File: src/design/mhc_pkg.sv
// mhc_pkg: register map, field layout and shared helpers for the mic filter
// and level compressor; assumes 16-bit signed audio samples.
package mhc_pkg;
	localparam int unsigned SAMPLE_W = 16;
	// register indices, byte address is four times the index
	localparam logic [7:0] IDX_MIC_FILTER = 8'h26;
	localparam logic [7:0] IDX_LEVEL_CTL = 8'h28;
	localparam logic [7:0] IDX_SLOPES = 8'h2A;
	localparam logic [7:0] IDX_KNEE = 8'h2B;
	localparam logic [7:0] IDX_STATUS = 8'h2C;
	// field positions
	localparam int unsigned HPF_EN_BIT = 4;
	localparam int unsigned HPF_CUT_LSB = 5;
	localparam int unsigned COMP_EN_BIT = 15;
	localparam int unsigned COMP_PATH_BIT = 14;
	localparam int unsigned UP_LSB = 3;
	localparam int unsigned LO_LSB = 0;
	localparam int unsigned KIP_LSB = 5;
	localparam int unsigned KOP_LSB = 0;
	// reset values and writable bits
	localparam logic [15:0] MIC_FILTER_RST = 16'h0010;
	localparam logic [15:0] LEVEL_CTL_RST = 16'h0000;
	localparam logic [15:0] SLOPES_RST = 16'h0000;
	localparam logic [15:0] KNEE_RST = 16'h0000;
	localparam logic [15:0] MIC_FILTER_MASK = 16'h0070;
	localparam logic [15:0] LEVEL_CTL_MASK = 16'hC000;
	localparam logic [15:0] SLOPES_MASK = 16'h003F;
	localparam logic [15:0] KNEE_MASK = 16'h07FF;
	// highest legal codes; the top slope code means slope 0
	localparam logic [5:0] KIP_MAX = 6'h3C;
	localparam logic [4:0] KOP_MAX = 5'h1E;
	localparam logic [2:0] UP_MAX = 3'h5;
	localparam logic [2:0] LO_MAX = 3'h4;
	// one-pole shift per cut-off mode, cut-off tracks the sample rate
	localparam logic [3:0] HPF_SHIFT_HIFI = 4'hB;
	localparam logic [3:0] HPF_SHIFT_V1 = 4'h4;
	localparam logic [3:0] HPF_SHIFT_V2 = 4'h3;
	localparam logic [3:0] HPF_SHIFT_V3 = 4'h2;
	localparam int unsigned HPF_FRAC = 8;
	// level estimate, 0.75 dB steps below full scale
	localparam logic [7:0] LEVEL_FS = 8'h78;
	localparam logic [7:0] LEVEL_SILENT = 8'h7F;
	// 2^(k/8) in Q1.14
	localparam logic [15:0] GAIN_FRAC [8] = '{16'h4000, 16'h45CB, 16'h4C1C, 16'h52FF,
		16'h5A82, 16'h62B4, 16'h6BA2, 16'h7560};
	localparam int unsigned GAIN_Q = 14;
	localparam int unsigned GAIN_BIAS = 16;

	typedef enum logic [1:0] {
		CUT_HIFI = 2'h0,
		CUT_VOICE1 = 2'h1,
		CUT_VOICE2 = 2'h2,
		CUT_VOICE3 = 2'h3
	} mhc_cut_type;

	// slope code to {slope is zero, right shift}, reserved codes clamp
	function automatic logic [3:0] mhc_slope_decode(input logic [2:0] code,
		input logic [2:0] max_code);
		logic [2:0] c;
		c = (code > max_code) ? max_code : code;
		mhc_slope_decode = (c == max_code) ? 4'h8 : {1'b0, c};
	endfunction : mhc_slope_decode

	// clamp a wide signed value into one sample
	function automatic logic [15:0] mhc_sat16(input logic signed [63:0] v);
		if (v > 64'sh7FFF) begin
			mhc_sat16 = 16'h7FFF;
		end else if (v < -64'sh8000) begin
			mhc_sat16 = 16'h8000;
		end else begin
			mhc_sat16 = v[15:0];
		end
	endfunction : mhc_sat16
endpackage : mhc_pkg

File: src/design/mhc_stream_if.sv
// mhc_stream_if: one sample stream, valid with data, no back-pressure.
// assumes the source holds valid for exactly one cycle per sample.
`timescale 1ns/1ps
interface mhc_stream_if;
	logic valid;
	logic signed [15:0] data;
	modport src (output valid, output data);
	modport snk (input valid, input data);
endinterface : mhc_stream_if

File: src/design/mhc_highpass.sv
// mhc_highpass: first-order dc-blocking high-pass on the mic stream.
// assumes one sample per valid pulse; one cycle latency.
`timescale 1ns/1ps
module mhc_highpass
	import mhc_pkg::*;
(
	input wire logic clk_i,
	input wire logic rst_i,
	input wire logic enable_i,
	input wire logic [1:0] cutoff_i,
	mhc_stream_if.snk in_s,
	mhc_stream_if.src out_s
);
	typedef struct packed {
		logic signed [15:0] x1;
		logic signed [31:0] acc;
		logic valid;
		logic signed [15:0] data;
	} mhc_hpf_state_type;

	mhc_hpf_state_type st_ff;
	mhc_hpf_state_type st_nxt;
	logic [3:0] shift;
	logic signed [31:0] diff;

	// cut-off mode picks the pole; per-sample update keeps fc proportional to fs
	always_comb begin
		unique case (mhc_cut_type'(cutoff_i))
			CUT_HIFI: shift = HPF_SHIFT_HIFI;
			CUT_VOICE1: shift = HPF_SHIFT_V1;
			CUT_VOICE2: shift = HPF_SHIFT_V2;
			CUT_VOICE3: shift = HPF_SHIFT_V3;
		endcase
		st_nxt = st_ff;
		diff = 32'(in_s.data) - 32'(st_ff.x1);
		st_nxt.valid = in_s.valid;
		if (in_s.valid) begin
			st_nxt.x1 = in_s.data;
			if (enable_i) begin
				st_nxt.acc = st_ff.acc + (diff <<< HPF_FRAC) - (st_ff.acc >>> shift);
				st_nxt.data = mhc_sat16(64'(st_nxt.acc >>> HPF_FRAC));
			end else begin
				st_nxt.acc = 32'sh0; // filter state dropped while bypassed
				st_nxt.data = in_s.data;
			end
		end
	end

	// state register
	always_ff @(posedge clk_i) begin
		if (rst_i) begin
			st_ff <= '0;
		end else begin
			st_ff <= st_nxt;
		end
	end

	assign out_s.valid = st_ff.valid;
	assign out_s.data = st_ff.data;
endmodule : mhc_highpass

File: src/design/mhc_level_est.sv
// mhc_level_est: log-domain level of one sample, 0.75 dB per step below
// full scale; combinational, assumes 16-bit signed input.
`timescale 1ns/1ps
module mhc_level_est
	import mhc_pkg::*;
(
	input wire logic signed [15:0] sample_i,
	output logic [7:0] level_o
);
	logic [15:0] mag;
	logic [15:0] norm;
	logic [3:0] msb;
	logic [7:0] up;

	// one octave is eight steps, three bits below the leading one refine it
	always_comb begin
		mag = sample_i[15] ? 16'(-sample_i) : 16'(sample_i);
		msb = 4'h0;
		for (int i = 0; i < SAMPLE_W; i++) begin
			if (mag[i]) begin
				msb = 4'(i);
			end
		end
		norm = mag << (4'hF - msb);
		up = {1'b0, msb, norm[14:12]};
		if (mag == 16'h0000) begin
			level_o = LEVEL_SILENT;
		end else if (up >= LEVEL_FS) begin
			level_o = 8'h00;
		end else begin
			level_o = LEVEL_FS - up;
		end
	end
endmodule : mhc_level_est

File: src/design/mhc_top.sv
// mhc_top: mic high-pass filter and static-curve level compressor with a
// classic wishbone register slave; samples arrive as valid pulses.
// assumes one clock for bus and samples and a synchronous reset.
//
// Added by the designer: the Wishbone slave port.
`timescale 1ns/1ps
module mhc_top
	import mhc_pkg::*;
(
	input wire logic clk_i,
	input wire logic rst_i,
	input wire logic wb_cyc_i,
	input wire logic wb_stb_i,
	input wire logic wb_we_i,
	input wire logic [9:0] wb_adr_i,
	input wire logic [3:0] wb_sel_i,
	input wire logic [31:0] wb_dat_i,
	output logic [31:0] wb_dat_o,
	output logic wb_ack_o,
	input wire logic mic_valid_i,
	input wire logic signed [15:0] mic_data_i,
	output logic mic_valid_o,
	output logic signed [15:0] mic_data_o,
	input wire logic play_valid_i,
	input wire logic signed [15:0] play_data_i,
	output logic play_valid_o,
	output logic signed [15:0] play_data_o
);
	// every flip-flop of mhc_top outside the high-pass stage lives in one record:
	// control registers, bus answer, both output stages
	// and the registered full-scale level
	typedef struct packed {
		logic [15:0] mic_filter;
		logic [15:0] level_ctl;
		logic [15:0] slopes;
		logic [15:0] knee;
		logic ack;
		logic [31:0] rdata;
		logic mic_v;
		logic signed [15:0] mic_d;
		logic play_v;
		logic signed [15:0] play_d;
		logic signed [7:0] fullscale_output_level;
	} mhc_top_state_type;

	mhc_top_state_type st_ff;
	mhc_top_state_type st_nxt;

	// streams into and out of the high-pass stage
	mhc_stream_if hpf_in_s ();
	mhc_stream_if hpf_out_s ();

	// sel[3:2] and the upper data half are ignored, registers are 16 bits
	// byte-lane merge of a 16-bit register, unwritable bits forced to zero
	function automatic logic [15:0] merge16(input logic [15:0] old,
		input logic [31:0] dat, input logic [3:0] sel, input logic [15:0] mask);
		logic [15:0] v;
		v = old;
		if (sel[0]) begin
			v[7:0] = dat[7:0];
		end
		if (sel[1]) begin
			v[15:8] = dat[15:8];
		end
		merge16 = v & mask;
	endfunction : merge16

	// decoded control fields
	logic hpf_en;
	logic [1:0] hpf_cut;
	logic comp_en;
	logic comp_path;
	logic [5:0] kip;
	logic [4:0] kop;
	logic [3:0] up_dec;
	logic [3:0] lo_dec;

	assign hpf_en = st_ff.mic_filter[HPF_EN_BIT];
	assign hpf_cut = st_ff.mic_filter[HPF_CUT_LSB +: 2];
	assign comp_en = st_ff.level_ctl[COMP_EN_BIT];
	assign comp_path = st_ff.level_ctl[COMP_PATH_BIT];

	// reserved codes read back as written; only the datapath clamps them
	// reserved codes fall back to the nearest legal setting
	always_comb begin
		kip = st_ff.knee[KIP_LSB +: 6];
		if (kip > KIP_MAX) begin
			kip = KIP_MAX;
		end
		kop = st_ff.knee[KOP_LSB +: 5];
		if (kop > KOP_MAX) begin
			kop = KOP_MAX;
		end
		up_dec = mhc_slope_decode(st_ff.slopes[UP_LSB +: 3], UP_MAX);
		lo_dec = mhc_slope_decode(st_ff.slopes[LO_LSB +: 3], LO_MAX);
	end

	// mic samples pass the high-pass first
	assign hpf_in_s.valid = mic_valid_i;
	assign hpf_in_s.data = mic_data_i;

	mhc_highpass mhc_highpass_i (
		.clk_i(clk_i),
		.rst_i(rst_i),
		.enable_i(hpf_en),
		.cutoff_i(hpf_cut),
		.in_s(hpf_in_s),
		.out_s(hpf_out_s)
	);

	// a path change while a mic sample sits in the filter stage only
	// changes which gain that sample gets; both output stages always
	// follow their own input streams, so no sample is lost or swapped
	// the compressor sees exactly one of the two streams
	logic sel_v;
	logic signed [15:0] sel_d;
	logic oth_v;
	logic signed [15:0] oth_d;

	// selected stream feeds the curve, the other is only re-timed
	always_comb begin
		if (comp_path) begin
			sel_v = play_valid_i;
			sel_d = play_data_i;
			oth_v = hpf_out_s.valid;
			oth_d = hpf_out_s.data;
		end else begin
			sel_v = hpf_out_s.valid;
			sel_d = hpf_out_s.data;
			oth_v = play_valid_i;
			oth_d = play_data_i;
		end
	end

	// instantaneous level of the selected sample
	logic [7:0] level;

	// the level comes from the very sample that takes the gain, so the
	// curve is static: no averaging, attack or decay
	mhc_level_est mhc_level_est_i (
		.sample_i(sel_d),
		.level_o(level)
	);

	// all levels below are attenuation steps of 0.75 dB below full scale;
	// a larger number means a quieter signal
	// above the knee d_s <= 0 and the upper slope applies, below it the lower
	// a slope code is a right shift, the top code of each field is slope 0
	// static curve in attenuation steps: o = kop + (a - kip) * slope
	logic [7:0] kip_sc;
	logic signed [9:0] a_s;
	logic signed [9:0] d_s;
	logic [9:0] dmag;
	logic signed [9:0] o_s;
	logic signed [9:0] g_s;
	logic signed [9:0] gi_s;
	logic [4:0] gshift;
	logic signed [63:0] prod;
	logic signed [63:0] scaled;
	logic signed [15:0] comp_d;
	logic signed [7:0] fullscale_output_level;

	always_comb begin
		// full-scale output level: knee output less the scaled knee input
		kip_sc = up_dec[3] ? 8'h00 : ({2'b00, kip} >> up_dec[2:0]);
		fullscale_output_level = 8'({3'b000, kop}) - 8'(kip_sc);
		// distance of the input from the knee
		a_s = 10'({2'b00, level});
		d_s = a_s - 10'({4'h0, kip});
		if (d_s <= 10'sh0) begin
			dmag = 10'(-d_s);
			if (up_dec[3]) begin
				o_s = 10'({5'h00, kop});
			end else begin
				o_s = 10'({5'h00, kop}) - 10'(dmag >> up_dec[2:0]);
			end
		end else begin
			dmag = 10'(d_s);
			if (lo_dec[3]) begin
				o_s = 10'({5'h00, kop});
			end else begin
				o_s = 10'({5'h00, kop}) + 10'(dmag >> lo_dec[2:0]);
			end
		end

		// the gain shift reaches 31 only for silence or a flat lower slope
		// with knee output 0; the shifted product still fits 64 bits
		// positive gain means boost; split into octaves and eighths
		g_s = a_s - o_s;
		gi_s = g_s >>> 3;
		if (gi_s < -10'sd16) begin
			gshift = 5'h00;
		end else begin
			gshift = 5'(gi_s + 10'sd16);
		end
		prod = 64'(sel_d) * 64'(signed'({1'b0, GAIN_FRAC[g_s[2:0]]}));
		scaled = (prod <<< gshift) >>> (GAIN_Q + GAIN_BIAS);
		comp_d = comp_en ? mhc_sat16(scaled) : sel_d;
	end

	// every access is answered one cycle after it is taken; the ack flop
	// itself blocks a second take in the cycle where ack stands
	// register access decode
	logic bus_req;
	logic [7:0] bus_idx;
	logic [15:0] status;

	assign bus_req = wb_cyc_i && wb_stb_i && !st_ff.ack;
	assign bus_idx = wb_adr_i[9:2];
	assign status = {6'h00, comp_path, comp_en, st_ff.fullscale_output_level};

	// writes commit at the taking edge, so the next read returns the new
	// value; the full-scale level in status follows one cycle later
	// next state: registers, bus answer and both sample outputs
	always_comb begin
		st_nxt = st_ff;
		st_nxt.ack = bus_req;
		st_nxt.fullscale_output_level = fullscale_output_level;
		// register writes, byte lanes merged and masked
		if (bus_req && wb_we_i) begin
			unique case (bus_idx)
				IDX_MIC_FILTER: begin
					st_nxt.mic_filter = merge16(st_ff.mic_filter, wb_dat_i, wb_sel_i,
						MIC_FILTER_MASK);
				end
				IDX_LEVEL_CTL: begin
					st_nxt.level_ctl = merge16(st_ff.level_ctl, wb_dat_i, wb_sel_i,
						LEVEL_CTL_MASK);
				end
				IDX_SLOPES: begin
					st_nxt.slopes = merge16(st_ff.slopes, wb_dat_i, wb_sel_i, SLOPES_MASK);
				end
				IDX_KNEE: begin
					st_nxt.knee = merge16(st_ff.knee, wb_dat_i, wb_sel_i, KNEE_MASK);
				end
				default: begin
				end
			endcase
		end

		// read data for the answer cycle; unmapped indices read zero
		if (bus_req) begin
			unique case (bus_idx)
				IDX_MIC_FILTER: st_nxt.rdata = {16'h0000, st_ff.mic_filter};
				IDX_LEVEL_CTL: st_nxt.rdata = {16'h0000, st_ff.level_ctl};
				IDX_SLOPES: st_nxt.rdata = {16'h0000, st_ff.slopes};
				IDX_KNEE: st_nxt.rdata = {16'h0000, st_ff.knee};
				IDX_STATUS: st_nxt.rdata = {16'h0000, status};
				default: st_nxt.rdata = 32'h00000000;
			endcase
		end

		// the selected stream takes the gain, the other passes as it came
		if (comp_path) begin
			st_nxt.play_v = sel_v;
			st_nxt.play_d = sel_v ? comp_d : st_ff.play_d;
			st_nxt.mic_v = oth_v;
			st_nxt.mic_d = oth_v ? oth_d : st_ff.mic_d;
		end else begin
			st_nxt.mic_v = sel_v;
			st_nxt.mic_d = sel_v ? comp_d : st_ff.mic_d;
			st_nxt.play_v = oth_v;
			st_nxt.play_d = oth_v ? oth_d : st_ff.play_d;
		end
	end

	// synchronous reset: control registers to their power-on values,
	// everything else to zero
	// state register
	always_ff @(posedge clk_i) begin
		if (rst_i) begin
			st_ff <= '0;
			st_ff.mic_filter <= MIC_FILTER_RST;
			st_ff.level_ctl <= LEVEL_CTL_RST;
			st_ff.slopes <= SLOPES_RST;
			st_ff.knee <= KNEE_RST;
		end else begin
			st_ff <= st_nxt;
		end
	end

	// all outputs come straight from the state record
	assign wb_ack_o = st_ff.ack;
	assign wb_dat_o = st_ff.rdata;
	assign mic_valid_o = st_ff.mic_v;
	assign mic_data_o = st_ff.mic_d;
	assign play_valid_o = st_ff.play_v;
	assign play_data_o = st_ff.play_d;
endmodule : mhc_top

File: config.mk
export PLATFORM = sky130hd
export DESIGN_NAME = mhc_top
export DESIGN_NICKNAME = d
export VERILOG_FILES = /design/src/design/mhc_pkg.sv /design/src/design/mhc_stream_if.sv /design/src/design/mhc_highpass.sv /design/src/design/mhc_level_est.sv /design/src/design/mhc_top.sv
export SDC_FILE = /design/constraint.sdc
export NUM_CORES = 1
export LEC_CHECK = 0
export BUFFER_PORTS_ARGS = -buffer_cell sky130_fd_sc_hd__buf_2
export CAP_MARGIN = 20
export CORE_MARGIN = 2
export CORE_UTILIZATION = 70
export CTS_CLUSTER_DIAMETER = 150
export DETAILED_ROUTE_END_ITERATION = 12
export PLACE_DENSITY = 0.9
export SYNTH_ARGS = -nofsm -noshare
export SYNTH_HDL_FRONTEND = slang
export SYNTH_HIERARCHICAL = 1
export SYNTH_SLANG_ARGS = --single-unit
File: constraint.sdc
create_clock -name clk_i -period 56 [get_ports clk_i]
set_clock_uncertainty 0.1 [all_clocks]
set_input_delay 11.2 -clock clk_i [delete_from_list [all_inputs] [get_ports clk_i]]
set_output_delay 11.2 -clock clk_i [all_outputs]
set_load 0.005 [all_outputs]
=== After elaboration in Yosys (flattened, before gate mapping) ===
Memory sizes are Yosys's and may differ from the RTL's.
Index checks and enable logic that the tools add are counted.

* Bits in registers: 162
* Memory bits (read-only): 128
* Input port bits: 85
* Output and inout port bits: 67
* Word-level logic and storage cells: 124
* Memories kept: 1

* Add/sub/neg operators: 13
* Multiply operators: 1
* Order comparisons: 12
* Equality and inequality tests: 12
* Shift operators: 6
* Muxes and demuxes: 47
* Bitwise gates (word level): 1
* Reduce and logical (&&, ||, !) cells: 15

{| class="wikitable"
|+ Memories
! name !! depth !! width !! rd ports !! clocked after memory_dff !! wr ports !! line !! source
|-
| (name not given) || 8 || 16 || 1 || 0 || 0 || mhc_top.sv:196 || <nowiki>prod = 64'(sel_d) * 64'(signed'({1'b0, GAIN_FRAC[g_s[2:0]]}));</nowiki>
|}

{| class="wikitable"
|+ Operator list
! cell !! count
|-
| 16-bit 2-to-1 mux || 13
|-
| 16-bit one-hot mux with 5 select lines || 1
|-
| 33-bit by 5-bit <<< shifter with 64-bit output || 1
|-
| 8-bit by 6-bit == test with 1-bit output, second input constant || 5
|-
| 4-bit 2-to-1 mux || 10
|-
| 34-bit by 16-bit > comparator with 1-bit output, second input constant || 1
|-
| 34-bit by 16-bit less-than comparator with 1-bit output, second input constant || 1
|-
| 34-bit 2-to-1 mux || 1
|-
| 16-bit by 17-bit multiplier with 33-bit output || 1
|-
| 32-bit adder || 1
|-
| 32-bit 2-to-1 mux || 1
|-
| 32-bit by 4-bit >>> shifter with 32-bit output || 1
|-
| 32-bit subtractor || 1
|-
| 10-bit 2-to-1 mux || 3
|-
| 24-bit by 16-bit > comparator with 1-bit output, second input constant || 1
|-
| 24-bit by 16-bit less-than comparator with 1-bit output, second input constant || 1
|-
| 8-bit 2-to-1 mux || 3
|-
| 10-bit by 3-bit right shift with 10-bit output || 2
|-
| 3-bit 2-to-1 mux || 6
|-
| 16-bit by 16-bit subtractor with 17-bit output || 1
|-
| 16-bit logical NOT || 1
|-
| 16-bit negation || 1
|-
| 4-bit one-hot mux with 4 select lines || 1
|-
| 16-bit by 4-bit << shifter with 15-bit output || 1
|-
| 32 further kinds || 48
|}

=== Longest topological paths before layout ===
* Word-level depth: 42
* Depth in mapped cells: 77
* Gate-level depth less buffers: 69

=== Modules after synthesis ===
Netlist, hierarchy kept.

{| class="wikitable"
|+ By module, submodules not included
! module !! instances !! cells each !! area each (sq um) !! seq. area each (sq um)
|-
| mhc_top || 1 || 2447 || 18297.5 || 1561.5
|-
| mhc_highpass || 1 || 796 || 6647.6 || 1301.2
|-
| mhc_level_est || 1 || 239 || 1576.5 || 0.0
|}

=== Least setup slack after synthesis ===
Ideal clock, no wire load.

* Kind: input port to flip-flop
* Start point: in play_data_i[1]
* End point: reg st_ff, in the netlist mic_data_o[8]
* Library setup time: 62 ps
* Arrival: 27675 ps
* Data required time: 55838 ps
* Path slack: 28163 ps
* Cell stages on the path: 67
* Buffers on the path: 4
* Path through: mux2i_1 clkinv_1 inv_1 ha_1 or3b_1 clkbuf_1 or4_1 a21oi_1 nor3_1 or3_1 buf_2 a21oi_1 mux2_2 a22oi_1 a41oi_2 ha_1 inv_1 o21ai_0 [31 not listed] ha_1 and3_1 a221oi_1 o31a_1 o21ai_0 nand4_1 a21oi_1 a211o_1 a21oi_1 xor2_1 mux2_2 o221ai_1 mux2i_1 o2111ai_2 nor4_4 buf_2 o211ai_1 nand3_1

* Word-level cells in the longest chain between the ends: 42
* Elaborated cells between the ends (all ways): 52
* Those cells by class: add/sub: 9; mul: 1; order compare: 5; shift: 4; mux: 30; bitwise: 1; reduce/logical: 1; memory: 1

{| class="wikitable"
|+ Ends and longest elaborated chain
! element !! line !! source
|-
| start, declared || mhc_top.sv:25 || <nowiki>input wire logic signed [15:0] play_data_i,</nowiki>
|-
| 16-bit 2-to-1 mux * || mhc_top.sv:122 || <nowiki>if (comp_path) begin</nowiki>
|-
| named net sel_d[1] || mhc_top.sv:116 || <nowiki>logic signed [15:0] sel_d;</nowiki>
|-
| 16-bit negation || mhc_level_est.sv:17 || <nowiki>mag = sample_i[15] ? 16'(-sample_i) : 16'(sample_i);</nowiki>
|-
| 16-bit 2-to-1 mux * || mhc_level_est.sv:17 ||
|-
| 1-bit 2-to-1 mux || mhc_level_est.sv:20 || <nowiki>if (mag[i]) begin</nowiki>
|-
| 2-bit 2-to-1 mux (2 in series) || mhc_level_est.sv:20 ||
|-
| 3-bit 2-to-1 mux (4 in series) || mhc_level_est.sv:20 ||
|-
| 4-bit 2-to-1 mux (8 in series) || mhc_level_est.sv:20 ||
|-
| [5 not listed] || - ||
|-
| named net level[1] || mhc_top.sv:136 || <nowiki>logic [7:0] level;</nowiki>
|-
| [11 not listed] || - ||
|-
| 16-bit by 17-bit multiplier with 33-bit output || mhc_top.sv:196 ||
|-
| 33-bit by 5-bit <<< shifter with 64-bit output * || mhc_top.sv:197 || <nowiki>scaled = (prod <<< gshift) >>> (GAIN_Q + GAIN_BIAS);</nowiki>
|-
| 34-bit by 16-bit less-than comparator with 1-bit output || mhc_pkg.sv:68 || <nowiki>end else if (v < -64'sh8000) begin</nowiki>
|-
| 16-bit 2-to-1 mux || mhc_pkg.sv:68 ||
|-
| 16-bit 2-to-1 mux * || mhc_pkg.sv:66 || <nowiki>if (v > 64'sh7FFF) begin</nowiki>
|-
| 16-bit 2-to-1 mux * || mhc_top.sv:198 || <nowiki>comp_d = comp_en ? mhc_sat16(scaled) : sel_d;</nowiki>
|-
| 16-bit 2-to-1 mux * || mhc_top.sv:261 || <nowiki>st_nxt.mic_d = sel_v ? comp_d : st_ff.mic_d;</nowiki>
|-
| 34-bit 2-to-1 mux * || mhc_top.sv:254 || <nowiki>if (comp_path) begin</nowiki>
|-
| end signal, assigned || mhc_top.sv:278 || <nowiki>st_ff <= st_nxt;</nowiki>
|-
| end, declared || mhc_top.sv:46 || <nowiki>mhc_top_state_type st_ff;</nowiki>
|}

The timed path passes the listed nets; every way through them passes the cells marked *. The select of a mux whose other input is x is not followed.
A chain may end at the register's enable or synchronous reset.

=== Worst setup path after layout ===
* Start point: in play_data_i[1]
* End point: reg st_ff, in the netlist play_data_o[9]

* Word-level cells in the longest chain between the ends: 42
* Elaborated cells between the ends (all ways): 52
* Those cells by class: add/sub: 9; mul: 1; order compare: 5; shift: 4; mux: 30; bitwise: 1; reduce/logical: 1; memory: 1

{| class="wikitable"
|+ Ends and longest elaborated chain
! element !! line !! source
|-
| 16-bit 2-to-1 mux * || mhc_top.sv:122 ||
|-
| named net sel_d[1] || mhc_top.sv:116 ||
|-
| 16-bit negation || mhc_level_est.sv:17 ||
|-
| 16-bit 2-to-1 mux * || mhc_level_est.sv:17 ||
|-
| 1-bit 2-to-1 mux || mhc_level_est.sv:20 ||
|-
| 2-bit 2-to-1 mux (2 in series) || mhc_level_est.sv:20 ||
|-
| 3-bit 2-to-1 mux (4 in series) || mhc_level_est.sv:20 ||
|-
| 4-bit 2-to-1 mux (8 in series) || mhc_level_est.sv:20 ||
|-
| [5 not listed] || - ||
|-
| named net level[1] || mhc_top.sv:136 ||
|-
| [11 not listed] || - ||
|-
| 16-bit by 17-bit multiplier with 33-bit output || mhc_top.sv:196 ||
|-
| 33-bit by 5-bit <<< shifter with 64-bit output * || mhc_top.sv:197 ||
|-
| 34-bit by 16-bit less-than comparator with 1-bit output || mhc_pkg.sv:68 ||
|-
| 16-bit 2-to-1 mux || mhc_pkg.sv:68 ||
|-
| 16-bit 2-to-1 mux * || mhc_pkg.sv:66 ||
|-
| 16-bit 2-to-1 mux * || mhc_top.sv:198 ||
|-
| 16-bit 2-to-1 mux * || mhc_top.sv:256 || <nowiki>st_nxt.play_d = sel_v ? comp_d : st_ff.play_d;</nowiki>
|-
| 34-bit 2-to-1 mux * || mhc_top.sv:254 ||
|}

Marks and branches as above.

==> metrics.md <==
| Metric | Value |
|---|---|
| Status | finished, final reports clean |
| Die ar. | 39460 um2 |
| WP data required | 56.26 ns |
| Fmax | 31.13 MHz |
| Mapped Cells | 3482 |
| Worst setup SP type | input port |
| Clock Latency Late Sink | 0.45 ns |
| Sequential area share after synthesis | 10.79% |
| Total wire length | 83480 um |
| Crit Path Category | input port to flop |
| Max-cap violations | 0 |
| Core region area | 37490 um2 |
| Resize count post-CTS | 0 |
| R2R Setup Slk | 33.58 ns |
| TritonCTS Sinks | 143 |
| Synth top area cells | fa_1 (16%), dfxtp_1 (11%), ha_1 (10%), nor2_1 (5.9%), inv_1 (5.5%) |
| CTS Buffer Depth | 2 |
| CTS buffer count | 17 |
| CP max-delay cell | nor4_4 |
| Grt ovf | 0 |
| Syn_area_per_cell | 7.617 um2 |
| Area grow syn2layout | 3.383% |
| FP Rows | 71 |
| EDFF count, synth | 0 |
| Max transition margin | 24.88% |
| Crit path max fanout | 18 |
| R2R cell count | 66 |
| DP HPWL | 63320 um |
| Count leader, synth | nor2_1 |
| DRT iter0 DRCs | 3725 |
| DR WL/cell | 21.22 um |
| Vias | 26.65k |
| Antenna viol nets, final | 0 |
| CTS H-Tree Depth | 4 |
| Layout cell share with drive strength beyond 1 | 9.407% |
| RePlAce Congestion | 1.027 |
| Final setup vio count | 0 |
| Hold_sp | wb_dat_o[15] |
| Endpoint class of the critical path | flop |
| RR Endpoint | play_data_o[9] |
| Clock Pin Slew Worst Setup and Hold Paths | 0.07 ns |
| Area leader, netlist | fa_1 |
| CP most frequent cell | fa_1 |
| Die height | 198.7 um |
| Vias in the first global route | 25.74k |
| WHS Path Cells | 2 |
| Initial Util | 70.75% |
| Period utilization | 57.37% |
| CTS Root Buffer Type | clkbuf_16 |
| Post-CTS Hold Buffers | 0 |
| TritonRoute pass-1 iters | 8 |
| Largest net degree at the start of global routing | 98 |
| # nets final | 3921 |
| PortBufs | 109 |
| CP max stage delay | 0.88 ns |
| Hold Path End | wb_dat_o[15] |
| Via-per-instance ratio | 6.774 |
| Final setup TNS | 0 ns |
| RSZ-0062 raised after global routing | no |
| Seq cells post-synth | 143 |
| Min cycle time layout | 32.13 ns |
| Top FF cell, synth | dfxtp_1 |
| Final Hold Fails | 0 |
| Share of the synthesized area in the top cell type | 15.93% |
| Die width | 198.7 um |
| Slew Limit Fails | 0 |
| Post-synth top cells | nor2_1 (418), inv_1 (386), nand2_1 (276) |
| Post-CTS setup buffer count | 0 |
| Count of different cell masters after synthesis | 124 |
| Fillers | 2896 |
| Slew @ Worst Pin | 1.127 ns |
| Worst Path Arrival | 32.39 ns |
| Yosys Warn Count | 6 |
| R2r startpoint | comp_path |
| Synthesized area | 26520 um2 |
| Post-route DRC | 0 |
| Antenna cell count | 0 |
| Post-synth ARST share | 0% |
| I/O pins | 152 |
| Hold Crit Class | flop to flop |
| First-pass GRT wire length | 132800 um |
| Antenna violations before repair | 0 |
| CTS tree | done |
| Tot GR Track Use | 42.42% |
## layout by cell type, fill, tap and decap left out, types with 39 or more instances in the layout
cell,count
inv_1,385
mux2i_1,70
a21o_1,57
xor2_1,44
nor3_1,62
ha_1,215
buf_2,109
nand3_1,124
buf_4,53
fa_1,211
o21ai_0,148
o211ai_1,84
xnor2_1,62
nand2_1,276
dfxtp_1,141
nor2_1,416
a31oi_1,50
or3_1,39
a21oi_1,192
## area by class of cell
| cell class | count | area, um2 | area share, % |
|---|---|---|---|
| Clock buffer | 21 | 440.4 | 1.606 |
| Clock inverter | 11 | 178.9 | 0.6526 |
| Inverter | 397 | 1490 | 5.435 |
| Multi-Input combinational cell | 2687 | 20830 | 75.97 |
| Sequential cell | 143 | 2865 | 10.45 |
| Tap cell | 511 | 639.4 | 2.332 |
| Timing Repair Buffer | 164 | 973.4 | 3.550 |
## routing by layer
layer  vias up  wire [um]  global-route usage, %
met4         0       5269                  24.35
met1     12460      30430                  52.36
met3       423       9300                  8.850
met2      1864      38480                  68.93
met5         -          0                      0
li1      11910          -                      -
## worst max path at each step
stage / cells past startpoint / start / endpoint / slack [ns]
6_report: 66 / play_data_i[1] / play_data_o[9] / 23.87
5_1_grt: 64 / play_data_i[1] / play_data_o[9] / 22.89
4_1_cts: 64 / play_data_i[1] / play_data_o[9] / 24.40
3_5_place_dp: 64 / play_data_i[1] / play_data_o[9] / 24.01
3_3_place_gp: 64 / play_data_i[1] / play_data_o[9] / 24.47
2_1_floorplan: 67 / play_data_i[1] / mic_data_o[8] / 28.16
## state kept, by name, summed over array words and instances (netlist names)
register,cells
mhc_highpass_i/st_ff,48
wb_ack_o,1
st_ff,25
mhc_highpass_i/out_s.valid,1
mic_data_o,16
play_data_o,16
mhc_highpass_i/out_s.data,16
hpf_en,1
comp_path,1
mic_valid_o,1
wb_dat_o,13
hpf_cut,2
comp_en,1
play_valid_o,1
## through the flow
step | util, % | hold WS, ns | setup slack, ns | instance area, um2 | std cells
5_1_grt | 73.14 | 0.3863 | 22.89 | 27420 | 3934
3_3_place_gp | 71.37 | 0.3396 | 24.47 | 26760 | 3898
2_1_floorplan | - | 0.3323 | 28.16 | 26590 | 3500
3_5_place_dp | 71.41 | 0.3488 | 24.01 | 26770 | 3899
6_report | 73.14 | 0.3621 | 23.87 | 27420 | 3934
4_1_cts | 73.07 | 0.3609 | 24.40 | 27390 | 3931
## cell families after synthesis
family / synth area share, %
and+or+nand+nor: 20.53
AOI/OAI and AO/OA: 22.18
buffers and inverters: 10.98
adders and majority gates: 26.07
DFF: 10.79
muxes: 5.765
xor gates and xnor gates: 3.656
other: 0.02832
## critical path, delay by kind of cell
family / cells / cell delay (ns)
compound gates: 22 / 6.46
xor+xnor: 3 / 1.64
simple gates: 12 / 3.70
mux: 4 / 1.75
fa+ha+maj: 13 / 6.16
buf+inv: 12 / 1.39
Power is not shown: default switching activity piles up to over one toggle a cycle in this logic, so the estimate is an artifact.
